## src/logic/iv_pkg.sv

```systemverilog
// Shared constants, register map and carrier types for the interrupt vectoring unit
package iv_pkg;

   // ----------------------------------------------------------------
   // Sizes
   // ----------------------------------------------------------------
   localparam int          IV_NSRC        = 8;
   localparam int          IV_IDXW        = 3;
   localparam int          IV_VECW        = 4;
   localparam int          IV_GIE_BIT     = 7;

   // ----------------------------------------------------------------
   // Register byte offsets
   // ----------------------------------------------------------------
   localparam logic [7:0]  IV_REG_FLAGS   = 8'h00;
   localparam logic [7:0]  IV_REG_CTRL    = 8'h04;
   localparam logic [7:0]  IV_REG_ENABLE  = 8'h08;
   localparam logic [7:0]  IV_REG_PENDING = 8'h0C;
   localparam logic [7:0]  IV_REG_LEVEL   = 8'h10;
   localparam logic [7:0]  IV_REG_SP      = 8'h14;
   localparam logic [7:0]  IV_REG_STATUS  = 8'h18;

   // ----------------------------------------------------------------
   // Reset values and addresses
   // ----------------------------------------------------------------
   localparam logic [7:0]  IV_FLAGS_RST   = 8'h00;
   localparam logic [15:0] IV_SP_RST      = 16'h04FF;
   localparam logic [15:0] IV_BOOT_START  = 16'h1000;
   localparam logic [15:0] IV_APP_START   = 16'h0000;
   localparam logic [15:0] IV_VEC_WORDS   = 16'h0002;
   localparam logic [15:0] IV_SP_STEP     = 16'h0001;
   localparam logic [15:0] IV_PC_BYTES    = 16'h0002;

   // ----------------------------------------------------------------
   // Sequence lengths in clock cycles
   // ----------------------------------------------------------------
   localparam logic [2:0]  IV_ENTRY_CYC   = 3'h4;
   localparam logic [2:0]  IV_WAKE_CYC    = 3'h4;
   localparam logic [2:0]  IV_JMP_CYC     = 3'h3;
   localparam logic [2:0]  IV_RETURN_FROM_INTERRUPT_OP_CYC    = 3'h4;
   localparam logic [1:0]  IV_STRAP_CYC   = 2'h3;

   typedef enum logic [2:0] {IV_IDLE, IV_WAKE, IV_ENTRY, IV_JUMP, IV_RETURN} iv_state_t;

   typedef struct packed {
      logic        instr_done;
      logic        op_sei;
      logic        op_cli;
      logic        op_return_from_interrupt_op;
      logic        sleeping;
      logic [15:0] next_pc;
      logic [15:0] cur_pc;
   } iv_cpu_in_t;

   typedef struct packed {
      logic              irq_take;
      logic              stall;
      logic              pc_load;
      logic [15:0]       pc_value;
      logic [IV_VECW-1:0] vector_num;
      logic              gie;
      logic [15:0]       reset_vector;
   } iv_cpu_out_t;

   typedef struct packed {
      logic        we;
      logic        re;
      logic [15:0] addr;
      logic [7:0]  wdata;
   } iv_stack_t;

   typedef struct packed {
      logic [IV_NSRC-1:0] flag;
   } iv_flag_state_t;

endpackage

```

## src/logic/iv_core.sv

```systemverilog
// Interrupt vectoring unit: arbitration, entry, return and APB registers
//
// How it works
// - Own vectors at bottom; lower address wins
// - Reset first, comparator zero next
// - Take only with source and global enable
// - Table select moves vectors to boot
// - Boot reset fuse moves reset vector
// - Lock settings suppress by PC section
// - Accepting clears global enable
// - Enable inside handler allows nesting
// - Return sets global enable
// - Flag cleared when PC vectored
// - Write one clears flag
// - Latched flags served later by priority
// - Level sources request only while present
// - One instruction after return first
// - Disable acts in its own cycle
// - Instruction after enable runs first
// - Entry four cycles, pushes PC
// - Vector jump given three cycles
// - Only at instruction completion or while sleeping
// - Wake adds four cycles
// - Return four cycles, pop, SP plus two
// - Global enable is flags bit 7
// - Push lowers SP by two
//
// Implementation choices: the placing of the registers and the APB slave port.
`timescale 1ns/1ps
module iv_core
   import iv_pkg::*;
#(
   parameter logic [15:0]          BOOT_START = IV_BOOT_START
)
(
   input  wire logic               pclk,
   input  wire logic               presetn,
   input  wire logic               psel,
   input  wire logic               penable,
   input  wire logic               pwrite,
   input  wire logic [7:0]         paddr,
   input  wire logic [31:0]        pwdata,
   output logic                    pready,
   output logic      [31:0]        prdata,
   output logic                    pslverr,
   input  wire iv_cpu_in_t         cpu_in,
   output iv_cpu_out_t             cpu_out,
   output iv_stack_t               stack,
   input  wire logic [7:0]         stack_rdata,
   input  wire logic [IV_NSRC-1:0] src_event,
   input  wire logic [IV_NSRC-1:0] src_level,
   input  wire logic               boot_reset_fuse,
   input  wire logic               app_section_lock_setting,
   input  wire logic               boot_section_lock_setting
);

   typedef struct packed {
      logic               pready;
      logic [31:0]        prdata;
      logic               pslverr;
      logic [7:0]         cpu_flags_register;
      logic               vector_table_select;
      logic [IV_NSRC-1:0] enable;
      logic [IV_NSRC-1:0] level_type;
      logic [15:0]        sp;
      iv_state_t          st;
      logic [2:0]         cnt;
      logic               wake;
      logic [IV_IDXW-1:0] win;
      logic [15:0]        ret_pc;
      logic               guard;
      logic [2:0]         fuse_sync;
      logic [2:0]         app_sync;
      logic [2:0]         boot_sync;
      logic [1:0]         strap_cnt;
      iv_cpu_out_t        co;
      iv_stack_t          stk;
   } iv_core_state_t;

   iv_core_state_t     r;
   iv_core_state_t     next_r;

   logic [IV_NSRC-1:0] req;
   logic [IV_NSRC-1:0] flags;
   logic [IV_NSRC-1:0] sw_clr;
   logic [IV_NSRC-1:0] hw_clr;
   logic [IV_NSRC-1:0] live_req;
   logic               arb_valid;
   logic [IV_IDXW-1:0] arb_idx;

   // ----------------------------------------------------------------
   // Request sources and arbitration
   // ----------------------------------------------------------------
   iv_flag_bank u_flags (
      .pclk       (pclk),
      .presetn    (presetn),
      .src_event  (src_event),
      .src_level  (src_level),
      .level_type (r.level_type),
      .sw_clr     (sw_clr),
      .hw_clr     (hw_clr),
      .req        (req),
      .flags      (flags)
   );

   assign live_req = req & r.enable;

   iv_prio_arb u_arb (
      .req   (live_req),
      .valid (arb_valid),
      .idx   (arb_idx)
   );

   // ----------------------------------------------------------------
   // Combinational helpers
   // ----------------------------------------------------------------
   logic               gie;
   logic               in_boot;
   logic               suppress;
   logic               can_take;
   logic               apb_hit;
   logic               apb_done;
   logic               apb_wr;
   logic [31:0]        rd_mux;
   logic [15:0]        vec_base;
   logic [IV_VECW-1:0] win_num;
   logic [15:0]        win_addr;

   // Global enable lives in bit 7
   assign gie      = r.cpu_flags_register[IV_GIE_BIT];
   assign in_boot  = cpu_in.cur_pc >= BOOT_START;

   assign suppress = (r.app_sync[2] & ~in_boot & r.vector_table_select)
                   | (r.boot_sync[2] & in_boot & ~r.vector_table_select);

   assign vec_base = r.vector_table_select ? BOOT_START : IV_APP_START;

   // Vector 0 is reset, source 0 is comparator zero
   assign win_num  = {1'b0, r.win} + IV_VECW'(1);

   // Vector address rises with vector number
   assign win_addr = vec_base + 16'(win_num) * IV_VEC_WORDS;

   // Global enable gate; disable wins in its own cycle
   assign can_take = gie & ~cpu_in.op_cli & ~suppress & arb_valid & ~r.guard;

   assign apb_done = psel & penable & r.pready;
   assign apb_wr   = apb_done & pwrite & ~r.pslverr;

   always_comb begin
      apb_hit = 1'b1;
      rd_mux  = '0;
      unique case (paddr)
         IV_REG_FLAGS:   rd_mux[7:0]         = r.cpu_flags_register;
         IV_REG_CTRL:    rd_mux[0]           = r.vector_table_select;
         IV_REG_ENABLE:  rd_mux[IV_NSRC-1:0] = r.enable;
         IV_REG_PENDING: rd_mux[IV_NSRC-1:0] = req;
         IV_REG_LEVEL:   rd_mux[IV_NSRC-1:0] = r.level_type;
         IV_REG_SP:      rd_mux[15:0]        = r.sp;
         IV_REG_STATUS:  rd_mux              = {r.co.reset_vector, 5'h00, r.guard, 1'b0, r.win,
                                                1'b0, suppress, r.wake, r.st};
         default:        apb_hit             = 1'b0;
      endcase
   end

   // Only ones written to pending clear flags
   assign sw_clr = (apb_wr && paddr == IV_REG_PENDING) ? pwdata[IV_NSRC-1:0] : '0;

   // Clear serviced flag as PC is vectored
   always_comb begin
      hw_clr = '0;
      if (r.st == IV_ENTRY && r.cnt == IV_ENTRY_CYC - 3'h1) begin
         hw_clr[r.win] = 1'b1;
      end
   end

   // ----------------------------------------------------------------
   // Next state
   // ----------------------------------------------------------------
   always_comb begin
      next_r             = r;
      next_r.co.irq_take = 1'b0;
      next_r.co.pc_load  = 1'b0;
      next_r.stk.we      = 1'b0;
      next_r.stk.re      = 1'b0;

      // Strap pins: two-flop sync, third stage for later use
      next_r.fuse_sync = {r.fuse_sync[1:0], boot_reset_fuse};
      next_r.app_sync  = {r.app_sync[1:0], app_section_lock_setting};
      next_r.boot_sync = {r.boot_sync[1:0], boot_section_lock_setting};
      if (r.strap_cnt != IV_STRAP_CYC) begin
         next_r.strap_cnt = r.strap_cnt + 2'h1;
      end
      // Reset vector latched once after release
      if (r.strap_cnt == IV_STRAP_CYC - 2'h1) begin
         next_r.co.reset_vector = r.fuse_sync[1] ? BOOT_START : IV_APP_START;
      end

      // APB: one wait state, answer registered
      next_r.pready = 1'b0;
      if (psel && penable && !r.pready) begin
         next_r.pready  = 1'b1;
         next_r.prdata  = pwrite ? 32'h0000_0000 : rd_mux;
         next_r.pslverr = ~apb_hit;
      end
      if (apb_done) begin
         next_r.pslverr = 1'b0;
      end
      if (apb_wr) begin
         unique case (paddr)
            IV_REG_FLAGS:  next_r.cpu_flags_register  = pwdata[7:0];
            IV_REG_CTRL:   next_r.vector_table_select = pwdata[0];
            IV_REG_ENABLE: next_r.enable              = pwdata[IV_NSRC-1:0];
            IV_REG_LEVEL:  next_r.level_type          = pwdata[IV_NSRC-1:0];
            IV_REG_SP:     next_r.sp                  = pwdata[15:0];
            default:       next_r.sp                  = next_r.sp;
         endcase
      end

      // Core enable and disable instructions
      if (cpu_in.instr_done && cpu_in.op_sei) begin
         // Re-enable inside a handler lets others nest
         next_r.cpu_flags_register[IV_GIE_BIT] = 1'b1;
      end
      if (cpu_in.instr_done && cpu_in.op_cli) begin
         next_r.cpu_flags_register[IV_GIE_BIT] = 1'b0;
      end

      unique case (r.st)
         IV_IDLE: begin
            next_r.co.stall = 1'b0;
            if (cpu_in.instr_done && cpu_in.op_return_from_interrupt_op) begin
               next_r.st       = IV_RETURN;
               next_r.cnt      = '0;
               next_r.co.stall = 1'b1;
            end else if (cpu_in.instr_done && r.guard) begin
               next_r.guard = 1'b0;
            end else if (can_take && (cpu_in.instr_done || cpu_in.sleeping)) begin
               // Decided only at a completed instruction or while sleeping
               // Enable set this cycle is not yet visible
               // Latched flags served once both enables are on
               next_r.st          = cpu_in.sleeping ? IV_WAKE : IV_ENTRY;
               next_r.wake        = cpu_in.sleeping;
               next_r.cnt         = '0;
               next_r.win         = arb_idx;
               // Return to the first unexecuted instruction
               next_r.ret_pc      = cpu_in.next_pc;
               next_r.co.irq_take = 1'b1;
               next_r.co.stall    = 1'b1;
               next_r.cpu_flags_register[IV_GIE_BIT] = 1'b0;
            end
         end

         IV_WAKE: begin
            // Extra cycles on wake from sleep
            next_r.cnt = r.cnt + 3'h1;
            if (r.cnt == IV_WAKE_CYC - 3'h1) begin
               next_r.st  = IV_ENTRY;
               next_r.cnt = '0;
            end
         end

         IV_ENTRY: begin
            // Push PC during the entry cycles
            next_r.cnt = r.cnt + 3'h1;
            if (r.cnt == 3'h0) begin
               next_r.stk.we    = 1'b1;
               next_r.stk.addr  = r.sp;
               next_r.stk.wdata = r.ret_pc[7:0];
            end
            if (r.cnt == 3'h1) begin
               next_r.stk.we    = 1'b1;
               next_r.stk.addr  = r.sp - IV_SP_STEP;
               next_r.stk.wdata = r.ret_pc[15:8];
               next_r.sp        = next_r.sp - IV_PC_BYTES;
            end
            if (r.cnt == IV_ENTRY_CYC - 3'h1) begin
               next_r.co.pc_load    = 1'b1;
               next_r.co.pc_value   = win_addr;
               next_r.co.vector_num = win_num;
               next_r.co.stall      = 1'b0;
               next_r.st            = IV_JUMP;
               next_r.cnt           = '0;
               next_r.wake          = 1'b0;
            end
         end

         IV_JUMP: begin
            // Jump at the vector runs undisturbed
            next_r.cnt = r.cnt + 3'h1;
            if (r.cnt == IV_JMP_CYC - 3'h1) begin
               next_r.st  = IV_IDLE;
               next_r.cnt = '0;
            end
         end

         IV_RETURN: begin
            // Pop high then low byte over four cycles
            next_r.cnt = r.cnt + 3'h1;
            if (r.cnt == 3'h0) begin
               next_r.stk.re   = 1'b1;
               next_r.stk.addr = r.sp + IV_SP_STEP;
            end
            if (r.cnt == 3'h1) begin
               next_r.stk.re   = 1'b1;
               next_r.stk.addr = r.sp + IV_PC_BYTES;
            end
            // Read data trails its strobe by one cycle
            if (r.cnt == 3'h2) begin
               next_r.ret_pc[15:8] = stack_rdata;
            end
            if (r.cnt == IV_RETURN_FROM_INTERRUPT_OP_CYC - 3'h1) begin
               next_r.ret_pc[7:0] = stack_rdata;
               next_r.co.pc_load  = 1'b1;
               next_r.co.pc_value = {r.ret_pc[15:8], stack_rdata};
               next_r.co.stall    = 1'b0;
               next_r.sp          = next_r.sp + IV_PC_BYTES;
               next_r.cpu_flags_register[IV_GIE_BIT] = 1'b1;
               // Hold off until one instruction completes
               next_r.guard = 1'b1;
               next_r.st    = IV_IDLE;
               next_r.cnt   = '0;
            end
         end
      endcase

      // Lower flag bits are never saved here; handlers do that
      next_r.co.gie = next_r.cpu_flags_register[IV_GIE_BIT];
   end

   // ----------------------------------------------------------------
   // State register
   // ----------------------------------------------------------------
   always_ff @(posedge pclk or negedge presetn) begin
      if (!presetn) begin
         r                    <= '0;
         r.cpu_flags_register <= IV_FLAGS_RST;
         r.sp                 <= IV_SP_RST;
         r.st                 <= IV_IDLE;
         r.co.reset_vector    <= IV_APP_START;
      end else begin
         r <= next_r;
      end
   end

   // ----------------------------------------------------------------
   // Outputs
   // ----------------------------------------------------------------
   assign pready  = r.pready;
   assign prdata  = r.prdata;
   assign pslverr = r.pslverr;
   assign cpu_out = r.co;
   assign stack   = r.stk;

endmodule

```

## src/logic/iv_flag_bank.sv

```systemverilog
// Per-source pending flags and level/flag request selection
`timescale 1ns/1ps
module iv_flag_bank
   import iv_pkg::*;
(
   input  wire logic               pclk,
   input  wire logic               presetn,
   input  wire logic [IV_NSRC-1:0] src_event,
   input  wire logic [IV_NSRC-1:0] src_level,
   input  wire logic [IV_NSRC-1:0] level_type,
   input  wire logic [IV_NSRC-1:0] sw_clr,
   input  wire logic [IV_NSRC-1:0] hw_clr,
   output logic      [IV_NSRC-1:0] req,
   output logic      [IV_NSRC-1:0] flags
);

   iv_flag_state_t r;
   iv_flag_state_t next_r;

   // ----------------------------------------------------------------
   // Flags latch until serviced or cleared; a new event beats a clear
   // ----------------------------------------------------------------
   always_comb begin
      next_r      = r;
      next_r.flag = (r.flag & ~(sw_clr | hw_clr)) | src_event;
   end

   always_ff @(posedge pclk or negedge presetn) begin
      if (!presetn) begin
         r <= '0;
      end else begin
         r <= next_r;
      end
   end

   assign flags = r.flag;

   for (genvar i = 0; i < IV_NSRC; i++) begin : g_req
      assign req[i] = level_type[i] ? src_level[i] : r.flag[i];
   end

endmodule

```

## src/logic/iv_prio_arb.sv

```systemverilog
// Fixed-priority arbiter: lowest index wins
`timescale 1ns/1ps
module iv_prio_arb
   import iv_pkg::*;
(
   input  wire logic [IV_NSRC-1:0] req,
   output logic                    valid,
   output logic [IV_IDXW-1:0]      idx
);

   // ----------------------------------------------------------------
   // Scan from the top so index 0 is written last and ends up on top
   // ----------------------------------------------------------------
   always_comb begin
      valid = 1'b0;
      idx   = '0;
      for (int i = IV_NSRC - 1; i >= 0; i--) begin
         if (req[i]) begin
            valid = 1'b1;
            idx   = IV_IDXW'(i);
         end
      end
   end

endmodule
```

## config.mk

```make
export PLATFORM = sky130hd
export DESIGN_NAME = iv_core
export DESIGN_NICKNAME = d
export VERILOG_FILES = /design/src/logic/iv_pkg.sv /design/src/logic/iv_core.sv /design/src/logic/iv_flag_bank.sv /design/src/logic/iv_prio_arb.sv
export SDC_FILE = /design/constraint.sdc
export NUM_CORES = 1
export LEC_CHECK = 0
export BUFFER_PORTS_ARGS = -buffer_cell sky130_fd_sc_hd__buf_2
export CORE_UTILIZATION = 35
export DETAILED_ROUTE_END_ITERATION = 7
export PLACE_DENSITY = 0.59
export SLEW_MARGIN = 10
export SYNTH_ARGS = -nofsm -noshare
export SYNTH_HDL_FRONTEND = slang
export SYNTH_SLANG_ARGS = --single-unit
```

## constraint.sdc

```tcl
create_clock -name pclk -period 9 [get_ports pclk]
set_clock_uncertainty 0.05 [all_clocks]
set_input_delay 0.45 -clock pclk [delete_from_list [all_inputs] [get_ports pclk]]
set_output_delay 0.45 -clock pclk [all_outputs]
set_load 0.03 [all_outputs]
```

==> results, run 1 <==
- The post-CTS repair timing setup buffer count is 0.
- Across all layers, the routed design uses 7684 vias.
- The unique cell type count in the Yosys netlist is 77.
- The detailed router finished its first iteration with 592 violations.
- The number of antenna violations at the first check in global routing is 6.
- The first global-routing pass estimated 41900 um of wire.
- The share of synthesized area in the top cell type comes to 0.387.
- After detailed routing, the number of vias per cell comes to 5.40.
- The largest area contributor in the synthesized netlist is dfrtp_1.
- The peak supply drop is 0.159 mV.
- The class of the most critical setup path is register to register.
- The cell area after technology mapping is 9450 sq um.
- The part of the power in registers is 0.365.
- Wires add up to 26900 um.
- The kind of start point of the critical path is a register.
- The number of instances in the synthesized netlist is 1018.
- By instance count, the leading cell after synthesis is dfrtp_1.
- In this design, the stage delay of the slowest critical-path cell is 720 ps.
- The wire-length estimate of the detail-placed layout is about 19000 um.
- The number of hold-repair buffers added at the cts stage is 0.
- The maximum clock path buffer count is 2.
- The die span in x is 166 um.
- The count of pins on the block boundary is approximately 210.
- The run finished, with violations left.
- Setup violations remaining at the end of the flow were counted as 0.
- The post-layout minimum cycle time is 4020 ps.
- The die span in y is 166 um.
- Relative to the synthesized area, the layout overhead comes to 10.8%.
- The data required time of the worst path is around 9300 ps.
- The max-slew violation total from the final report was 0.
- The tree built by TritonCTS fans out to 155 sinks.
- By count the netlist is led by dfrtp_1, nand2_1, buf_4.
- The worst setup path is captured at a register.
- The number of standard-cell rows in the floorplan is 59.
- The total grt overflow is 0.
- The CTS tree is built.
- Grouping stages by cell kind, the critical path spends the most delay in simple AND/OR/NAND/NOR gates.
- The final routed DRC violation total is 20.
- The per-cell routed wire length is 18.9 um.
- The post-synthesis area per instance is between 9 and 10 sq um.
- Counting the buffers created by CTS gives 17.
- The later pin in the worst-skew pair is clocked with a latency of 440 ps.
- The total power per unit cell area is 247 nW/um^2.
- The number of hold violations in the final report is 0.
- The H-tree level count is 4.
- For this run, the total global-route usage over all layers was measured as 0.194.
- The number of gates resized after cts is 0.
- Synthesis inferred 155 register bits.
- Together, buffers and inverters on the worst path number 0.
- The pin count of the biggest net entering global routing is roughly 100.
- The highest clock frequency the design can meet is 0.249 GHz.
- The final clock period utilization by the worst path is 0.447.
- Ranked by total cell area, the synthesized netlist is headed by dfrtp_1, buf_4, mux2_2, a21oi_1, nand2_1.
- The launch point of the worst reg-to-reg path is pready$_DFF_PN0_.
- The leakage power is 4.86 nW.
- Along the worst path, the maximum fanout reaches 16.
- The effective utilization at floorplan is 0.360.
- The count of buffers added on input and output ports is 150.
- The full die area is 27700 sq um.
- Of the total power, the share spent switching nets is 0.389.
- The proportion of synthesized chip area in sequential cells is 0.412.
- The worst pin sits at a relative slew slack of 0.334.
- In this run the power spent charging and discharging nets is 1.01 mW.
- The register-to-register setup slack is between 4000 and 5000 ps.
- The share of total power dissipated in combinational logic is 0.328.
- The most used flip-flop cell after synthesis is dfrtp_1.
- The CTS root buffer is clkbuf_16.
- The synthesized design contains 0 enable-type register cells.
- The congestion estimate from routability-driven global placement came to 0.878.
- The slowest stage of the critical path belongs to the cell nor2_2.
- Setup repair after global routing left no endpoint under its margin.
- The clock input transition at the sequential cells of the worst setup and hold paths is roughly 70 ps.
- In the final design database the tool counted 1195 nets.
- The start point of the critical path is pready$_DFF_PN0_.
- The utilization after layout is 0.398.
- The core region is 26300 sq um.
- The critical path data arrival time is 4320 ps.
- The antenna violation net count after detailed routing is 0.
- The transition time at the pin with the least slew margin is 998 ps.
- The number of global-route vias before repair came to 7472.
- During synthesis, Yosys emitted a total of 0 warnings.
- The filler cell count in the final layout is 2678.
- The internal power of the cells totals 1.58 mW.
- After synthesis, the share of flip-flops with an asynchronous set or reset is 1.00.
- The checks that failed: DRC.
- The final-layout setup total negative slack is 0 ps.
- The path class of the tightest hold or removal check is input port to asynchronous set/reset pin.
- The signal on the critical path passes through nand2_1 -> or3_1 -> nor2_2 -> nor2_1 -> a21oi_1 -> ha_1 -> and3_1 -> o41ai_1 -> a211oi_1 -> nor3b_1 -> a311oi_1 -> nor3_1.
- The total of max-cap violations is 0.
- The fraction of final layout cells sized beyond drive strength 1 is 0.251.
- The first-pass iteration count of the detailed router is 7.
- Of the total power, the clock network draws 0.307.
==> kinds of logic (layout without fill, tap and decap cells) <==
logic type,count (synthesis),in the layout,synth area share
flip-flops,155,155,0.412
adder cells (fa/ha/maj),16,16,0.0212
other,1,34,0.000397
buffers and inverters,180,216,0.114
multiplexers,65,65,0.0747
AND/OR/NAND/NOR,288,288,0.154
XOR/XNOR,26,26,0.0241
AO/OA/AOI/OAI,287,287,0.200
==> worst paths after layout <==
path | to | cells past startpoint
setup / recovery | r[119]$_DFF_PN0_ | 12
hold / removal | stack[25]$_DFF_PN0_ | 1
setup reg to reg | r[119]$_DFF_PN0_ | 12
hold reg to reg | r[70]$_DFF_PN0_ | 0
max in group asynchronous | r[96]$_DFFE_PN0P_ | 2
min in group pclk | next_r[72]$_DFF_PN0_ | 1
==> layout make-up <==
cell class / count / area, sq um / area share
antenna: 4 / 10.0 / 0.000956
clock buffer: 18 / 439 / 0.0419
clock inverter: 14 / 200 / 0.0191
inverter: 26 / 97.6 / 0.00932
multi-input combinational: 712 / 4600 / 0.439
sequential: 155 / 3890 / 0.371
tap: 335 / 419 / 0.0400
timing repair buffer: 158 / 817 / 0.0780
==> metrics by stage <==
step / setup slack [ps] / instances / total power [mW] / hold slack, ps / cell area (sq um)
floorplan: 5420 / 1047 / 1.62 / 104 / 9560
global placement: 4830 / 1386 / 1.79 / 283 / 9820
detailed placement: 4790 / 1386 / 1.80 / 288 / 9820
CTS: 5110 / 1418 / 2.60 / 55.3 / 10500
global route: 4750 / 1421 / 2.73 / 61.6 / 10500
finish: 4980 / 1422 / 2.58 / 21.4 / 10500
==> power by group through the flow <==
stage | Clock [mW] | Combinational [mW] | Sequential [mW]
floorplan | 0 | 0.730 | 0.890
global placement | 0 | 0.839 | 0.951
detailed placement | 0 | 0.850 | 0.952
CTS | 0.808 | 0.852 | 0.942
global route | 0.836 | 0.933 | 0.960
finish | 0.794 | 0.846 | 0.943
==> registers in the layout, summed over array words and instances, names as in the netlist <==
| signal | cells |
|---|---|
| u_flags.flags | 8 |
| stack | 26 |
| next_r | 6 |
| cpu_out | 24 |
| prdata | 17 |
| pslverr | 1 |
| pready | 1 |
| r | 71 |
| gie | 1 |
==> metal layers <==
metal  GRT usage  share of wire  wire [um]  up-vias
met4      0.0455         0.0094        252        2
met2       0.304           0.47      12500      242
met5           0        0.00037         10        -
li1            -              -          -     3663
met3      0.0486          0.066       1780       21
met1       0.267           0.46      12300     3756
==> cells in the final DEF, fill, tap and decap left out, types with 8 or more instances in the layout <==
cell	n
o21ai_0	69
a31oi_1	9
buf_4	8
buf_2	149
clkbuf_16	17
xor2_1	9
nand4_1	9
nand3b_1	9
mux2i_1	24
or2_2	10
nand2b_1	12
a21oi_1	76
o31ai_1	9
nor2_1	52
mux2_2	40
inv_1	26
o22ai_1	8
a2bb2oi_1	17
nor4_1	9
dfstp_2	9
a21o_1	10
a22o_1	25
xnor2_1	17
conb_1	30
ha_1	16
nor3_1	12
a22oi_1	16
nand3_1	27
nand2_1	99
dfrtp_1	146
Note: power is estimated with default switching activity, not from simulation.
==> run 2: changes to the inputs <==
Settings changed: ABC_AREA from default to 1, PLACE_DENSITY 0.59 to 0.6.
Clock period 9 ns to 3.4 ns, I/O delays scaled along.
==> results, run 2 <==
- After the flow finishes, the layout carries non-filler instances totaling 1831.
- The die is 169 um wide.
- The kind of path behind the tightest hold check is input port to register.
- In the post-synthesis netlist, the cell with the most instances is nand2_1.
- The flow ran to the end, and the final reports show no timing, DRC or antenna violations.
- For the final routed database, the setup TNS stands at 0 ps.
- Dividing total power by cell area gives a power density of 647 nW/um^2.
- In the global route stage, met2 resource usage came out at 0.332.
- Ranked by flip-flop count, first place goes to r.
- Counting stages on the worst path, the most repeated cell is nand2_1.
- The maximum clock path buffer count is 2.
- The category of the worst setup path capture point is a register.
- The final routed DRC violation total is 0.
- Walking the worst path, the cells encountered are o21ai_0 -> nand2_1 -> nand2_1 -> nor2_1 -> nand2_1 -> nand2_1 -> nor2_1 -> nand4_1 -> o21ai_0 -> nand2_1 -> nand2_1.
- Across all setup checks in the final design, the least slack found is 868 ps.
- Tracing the worst setup path back leads to its startpoint at r[123]$_DFFE_PN0P_.
- For the finished layout, the period the worst path requires is between 2000 and 3000 ps.
- The max-slew violation total from the final report is 0.
- The fraction of registers with async set/reset is 1.00.
- The H-tree level count is 4.
- Across the run, the number of max-cap violations was 0.
- The first detailed-routing pass ran for 5 iterations.
- The number of gates resized after cts is 0.
- For the worst flop-to-flop path, the logic depth is 11.
- The start point of the worst hold path is cpu_in[19].
- For this run, the top clock speed supported by timing is 0.395 GHz.
- The critical path is of the register to register type.
- The fraction of final layout cells sized beyond drive strength 1 is 0.175.
- The growth of design area from synthesis to finish is 13.5%.
- The CTS tree is built.
- The clock net sink count is 155.
- The design draws about 7.2 mW.
- Dividing the final minimum period by the clock period gives 0.745.
- The number of antenna violations at the first check in global routing is 1.
- Along the worst path, the maximum fanout reaches 16.
- The number of hold violations in the final report was 0.
- The wire-length estimate of the detail-placed layout is 22000 um.
- The die span in y is roughly 170 um.
- The fraction of met1 tracks used by global routing is 0.284.
- Setup repair after global routing left no endpoint under its margin.
- The final hold slack is 16.4 ps.
- For this run, the leading register cell type out of synthesis is dfrtp_1.
- The biggest cell delay along the critical path is 460 ps.
- For met3 alone, demand over resource in global routing was 0.0392.
- The synthesized design spends more area on one cell type than any other, namely dfrtp_1.
- The number of placed instances, taps included is 1779.
- At the pin with the least slew margin, the transition time is 791 ps.
- The clock input transition at the sequential cells of the worst setup and hold paths is 70 ps.
- The cell count of the worst hold path is 5.
- The peak supply drop is 0.410 mV.
- The synthesized design contains approximately 160 register bits.
- The combined global-route utilization of all metal layers is 0.208.
- The most common library cell in the layout ignoring fill and taps is nand2_1.
- The full die area is 28700 sq um.
- The summed area of non-filler cells in the final layout is 11100 sq um.
- The relative slew slack is 0.473.
- Pin placement for this block handled 209 I/O pins.
- The number of instances in the synthesized netlist is 1341.
- The commonest cells after synthesis are nand2_1, dfrtp_1, inv_1.
- In the layout the commonest cells are nand2_1, buf_2, dfrtp_1.
- The reg-to-reg endpoint is r[80]$_DFFE_PN0P_.
- The cell area after technology mapping is roughly 9800 sq um.
- The kind of start point of the critical path is a register.
- The count of synthesis-stage warnings from yosys is 0.
- Once placement finished, the instance area stood at 10400 sq um.
- The utilization after layout is 0.409.
- The core region is roughly 27000 sq um.
- The number of global-route vias before repair was 8596.
- The layer carrying the most global-route usage is met2.
- The number of standard-cell rows in the floorplan is 60.
- The per-cell routed wire length is 15.8 um.
- The detailed router finished its first iteration with 701 violations.
- The critical path data arrival time is 2860 ps.
- The initial utilization of the core area, before any placement, comes to 0.361.
- Summed over all cells, the static leakage comes to ~5.8 nW.
- The cell with the biggest individual delay on the critical path is nand4_1.
- The startpoint identified for the worst register-to-register timing path is r[123]$_DFFE_PN0P_.
- The proportion of synthesized chip area in sequential cells is 0.397.
- The pre-CTS worst setup slack is 927 ps.
- After the last flow step, the layout net total stands at approximately 1600.
- The worst hold path terminates at r[81]$_DFFE_PN0P_.
- By area the synthesized netlist is led by dfrtp_1, nand2_1, buf_4, o21ai_0, inv_1.
- After detailed routing, the total wire length is 29000 um.
- The clock buffer count from CTS is 17.
- The total grt overflow is 0.
- The CTS root buffer is clkbuf_16.
- The first-pass GRT wire length is 46300 um.
- The pin count of the biggest net entering global routing is 80.
- The number of failing setup endpoints in the final timing report is 0.
- Counting distinct cell types in the post-synthesis netlist gives 51.
- For the worst-skew pair, the clock arrives at the later sink with an insertion delay of 430 ps.
- Once detail routing completed, the nets flagged for antenna violations numbered 0.
- The share of Yosys cell area claimed by the top area cell type is 0.373.
- The count of buffers added on input and output ports is 150.
- In this run, synthesis inferred 0 flip-flops with an integrated enable.
- The register-to-register setup slack is a little under 900 ps.
- The total via count after detailed routing is 8973.
- Routability-driven placement finished with a final weighted congestion of 0.930.
- STA puts the critical path data required time at 3730 ps.
- In the routed layout, each cell is associated on average with a via count of 4.90.
- A synthesized cell averages 7.31 sq um.
- The number of flip-flops under the largest register name is 71.
[run 2: cell type report]
| type | instances | area [sq um] |
|---|---|---|
| diodes | 1 | 2.50 |
| clock buffers | 17 | 425 |
| clock inverters | 15 | 140 |
| fillers | 2897 | 16100 |
| inverters | 145 | 544 |
| multi-input cells | 941 | 4590 |
| flip-flops and latches | 155 | 3890 |
| well taps | 372 | 465 |
| repair buffers | 185 | 1070 |
[run 2: logic make-up (layout without fill, tap and decap cells)]
family                   Yosys count  in the layout  share of synthesized area
AO/OA/AOI/OAI                    231            231                      0.143
XOR/XNOR                          10             10                    0.00894
adder cells (fa/ha/maj)           16             16                     0.0204
buffers and inverters            274            362                      0.146
flip-flops                       155            155                      0.397
multiplexers                       1              1                    0.00115
other                              1             31                   0.000383
AND/OR/NAND/NOR                  653            653                      0.283
[run 2: worst max-delay path, delay by kind of cell (launching register included)]
kind / cells / cell delay (ps)
compound gates: 2 / 770
flops: 1 / 410
simple gates: 9 / 1240
[run 2: what timing repair did]
action | 4_1_cts | 5_1_grt
hold endpoints to repair | 93 | 0
setup buffers | 0 | 0
hold buffers | 19 | 0
[run 2: worst max-delay path by stage]
stage | endpoint | slack [ps] | cells after the start
4_1_cts | r[84]$_DFFE_PN0P_ | 900 | 11
6_report | r[80]$_DFFE_PN0P_ | 870 | 11
5_1_grt | r[115]$_DFF_PN0_ | 590 | 15
2_1_floorplan | r[115]$_DFF_PN0_ | 960 | 14
3_3_place_gp | stack[9]$_DFFE_PN0P_ | 940 | 10
3_5_place_dp | gie$_DFF_PN0_ | 930 | 13
[run 2: routing by layer]
metal  vias to the layer above  wire [um]
li1                       4463          -
met1                      4136      13200
met2                       337      13200
met3                        37       1950
met4                         0        604
met5                         -          0
[run 2: power by group]
part	switching [mW]	internal [mW]
sequential	0.289	2.22
clock	0.857	1.02
combinational	2.00	0.808
==> run 3: changes to the inputs <==
Clock period 3.4 ns to 2.2 ns, I/O delays scaled along.
==> results, run 3 (synthesis gave the netlist of run 2 again) <==
- Relative to the synthesized area, the layout overhead comes to 24.6%.
- The number of antenna violations at the first check in global routing is 0.
- Of the total power, combinational logic draws 0.440.
- After clock tree synthesis, the clock-pin slew on the worst setup and hold paths is 60 ps.
- The pin count of the biggest net entering global routing is 54.
- The antenna diode count is 0.
- STA puts the critical path data required time at 2500 ps.
- CTS built an H-tree with a depth of 4.
- More flip-flops sit in one register than any other, and that register is r.
- After global routing the overflow that remains totals 0.
- Of the total power, the share spent switching nets is 0.432.
- The flow ran to the end, and the final reports show no timing, DRC or antenna violations.
- The register-to-register setup slack is 20 ps.
- Routability-driven placement finished with a final weighted congestion of 0.947.
- The initial DRC count is 711.
- The total power per unit cell area is 964 nW/um^2.
- After layout, the minimum clock period comes to ~2200 ps.
- The tree built by TritonCTS fans out to 155 sinks.
- Setup violations remaining at the end of the flow were counted as 0.
- The CTS root buffer is clkbuf_16.
- Once detail routing completed, the nets flagged for antenna violations numbered 0.
- The number of global-route vias before repair is 8872.
- For this design the static power due to leakage is 6.22 nW.
- The summed area of non-filler cells in the final layout is 12200 sq um.
- In the global route stage, overall resource usage came out at 0.216.
- The critical path data arrival time is approximately 2500 ps.
- The kind of path behind the tightest hold check is input port to register.
- In the layout the commonest cells are nand2_1, buf_2, dfrtp_1.
- The most common library cell in the layout ignoring fill and taps is nand2_1.
- The die is about 170 um tall.
- The per-cell routed wire length is about 16 um.
- STA classifies the critical path startpoint as a register.
- The total via count after detailed routing is 9439.
- The critical path is of the register to register type.
- The core region is 27200 sq um.
- The full die area is 28700 sq um.
- The count of pins on the block boundary is 209.
- In this design, the largest share of critical-path delay is due to simple AND/OR/NAND/NOR gates.
- The total power is 11.8 mW.
- Setup repair after global routing could not meet its margin everywhere.
- The relative slew slack is 0.633.
- The CTS tree is built.
- The detail-routed via count per cell is ~4.9.
- The net switching power is slightly above 5 mW.
- The share of total power dissipated in the clock network is 0.232.
- The slowest stage of the critical path belongs to the cell dfrtp_2.
- The top fanout value on the critical path is 5.
- At the end of the flow, the number of nets in the layout was between 1500 and 2000.
- The transition time at the pin with the least slew margin is roughly 550 ps.
- For this run, design rule violations remaining after detail routing come to 0.
- Counting both buffers and inverters, the worst setup path holds a total of 4.
- In this run the core area contains 60 standard-cell rows.
- Buffers inserted during clock tree synthesis total 17.
- The die span in x is between 150 and 200 um.
- The detailed placement HPWL is 23300 um.
- The max-slew violation total from the final report was 0.
- Timing would allow up to 0.458 GHz.
- The cell area after placement is 10900 sq um.
- The initial utilization of the core area, before any placement, comes to 0.361.
- The clock reaches the later pin of the worst-skew pair after approximately 430 ps.
- The maximum clock path buffer count is 2.
- Across the run, the number of max-cap violations was 0.
- Across the VDD grid, the largest voltage drop is a little over 0.7 mV.
- Wires add up to 31000 um.
- The biggest cell delay along the critical path is 410 ps.
- The number of hold violations in the final report came to 0.
- Cell internal power was estimated by the tool at ~6.7 mW.
- The first-pass GRT wire length is 47600 um.
- The register with the most flip-flops in the layout has 71 of them.
- The critical path goes through inv_2 -> nand2_2 -> nor2_4 -> buf_6 -> nand3_1 -> nand2_2 -> ha_1 -> inv_1 -> nor2_1 -> nand3_1 -> nor2_2 -> buf_4 -> nand2_1 -> o21ai_0 -> o21ai_0.
- In the final layout, the share of cells above drive strength 1 is 0.262.
- The final clock period utilization by the worst path is 0.992.
- The count of buffers added on input and output ports is 150.
- Of the total power, registers draw 0.328.
- The filler cell count in the final layout is 2812.
- STA classifies the critical path endpoint as a register.
- For this run, the detailed router's first-pass iteration total came to 7.
-- run 3: worst paths after layout --
| check | startpoint | cells past startpoint | to |
|---|---|---|---|
| worst max-delay path | pslverr$_DFFE_PN0P_ | 15 | r[111]$_DFF_PN1_ |
| worst min register to register | next_r[72]$_DFF_PN0_ | 0 | next_r[73]$_DFF_PN0_ |
| min in group asynchronous | presetn | 2 | next_r[75]$_DFF_PN0_ |
| worst max register to register | pslverr$_DFFE_PN0P_ | 15 | r[111]$_DFF_PN1_ |
| worst min-delay path | cpu_in[18] | 5 | r[80]$_DFFE_PN0P_ |
| max in group asynchronous | presetn | 3 | r[111]$_DFF_PN1_ |
-- run 3: layout make-up --
type	count	area, sq um	share of cell area
sequential	155	3890	0.319
timing repair buffer	275	1860	0.152
tap	372	465	0.0381
clock inverter	12	91.3	0.00748
inverter	145	554	0.0454
clock buffer	20	457	0.0374
multi-input combinational	942	4890	0.400
-- run 3: layer usage --
layer	up-vias	track usage	wire (um)
met5	-	0	0
met4	0	0.0666	483
met3	27	0.0434	2240
met2	355	0.352	14500
met1	4424	0.287	13800
li1	4633	-	-
-- run 3: per-stage QoR --
| step | util | cells | setup TNS, ps | setup WS (ps) | hold slack, ps |
|---|---|---|---|---|---|
| after floorplan | - | 1370 | 0 | 7.57 | -236 |
| after global placement | 0.402 | 1841 | -282 | -52.6 | 57.5 |
| after detailed placement | 0.402 | 1841 | -678 | -71.4 | 61.9 |
| after CTS | 0.436 | 1911 | 0 | 13.2 | 0.0560 |
| after global routing | 0.449 | 1921 | -889 | -109 | 58.7 |
| final | 0.449 | 1921 | 0 | 17.9 | 15.4 |
-- run 3: tightest hold or removal path: cells and delay by family --
kind / cells / cell delay, ps
simple gates: 2 / 100
compound gates: 1 / 80
buf+inv: 2 / 150
-- run 3: power groups by stage --
stage | Sequential [mW] | Clock, mW | Combinational, mW
after floorplan | 3.74 | 0 | 3.56
after global placement | 3.87 | 0 | 4.77
after detailed placement | 3.88 | 0 | 4.79
after CTS | 3.84 | 2.81 | 4.89
after global routing | 3.92 | 2.91 | 5.65
final | 3.86 | 2.74 | 5.18
-- run 3: what timing repair did --
action,in CTS,in global routing
hold buffers,37,0
endpoints found under the setup margin,24,53
endpoints found under the hold margin,114,0
pin swaps,1,23
setup buffers,1,9
gates cloned,0,1
resized for setup,3,92
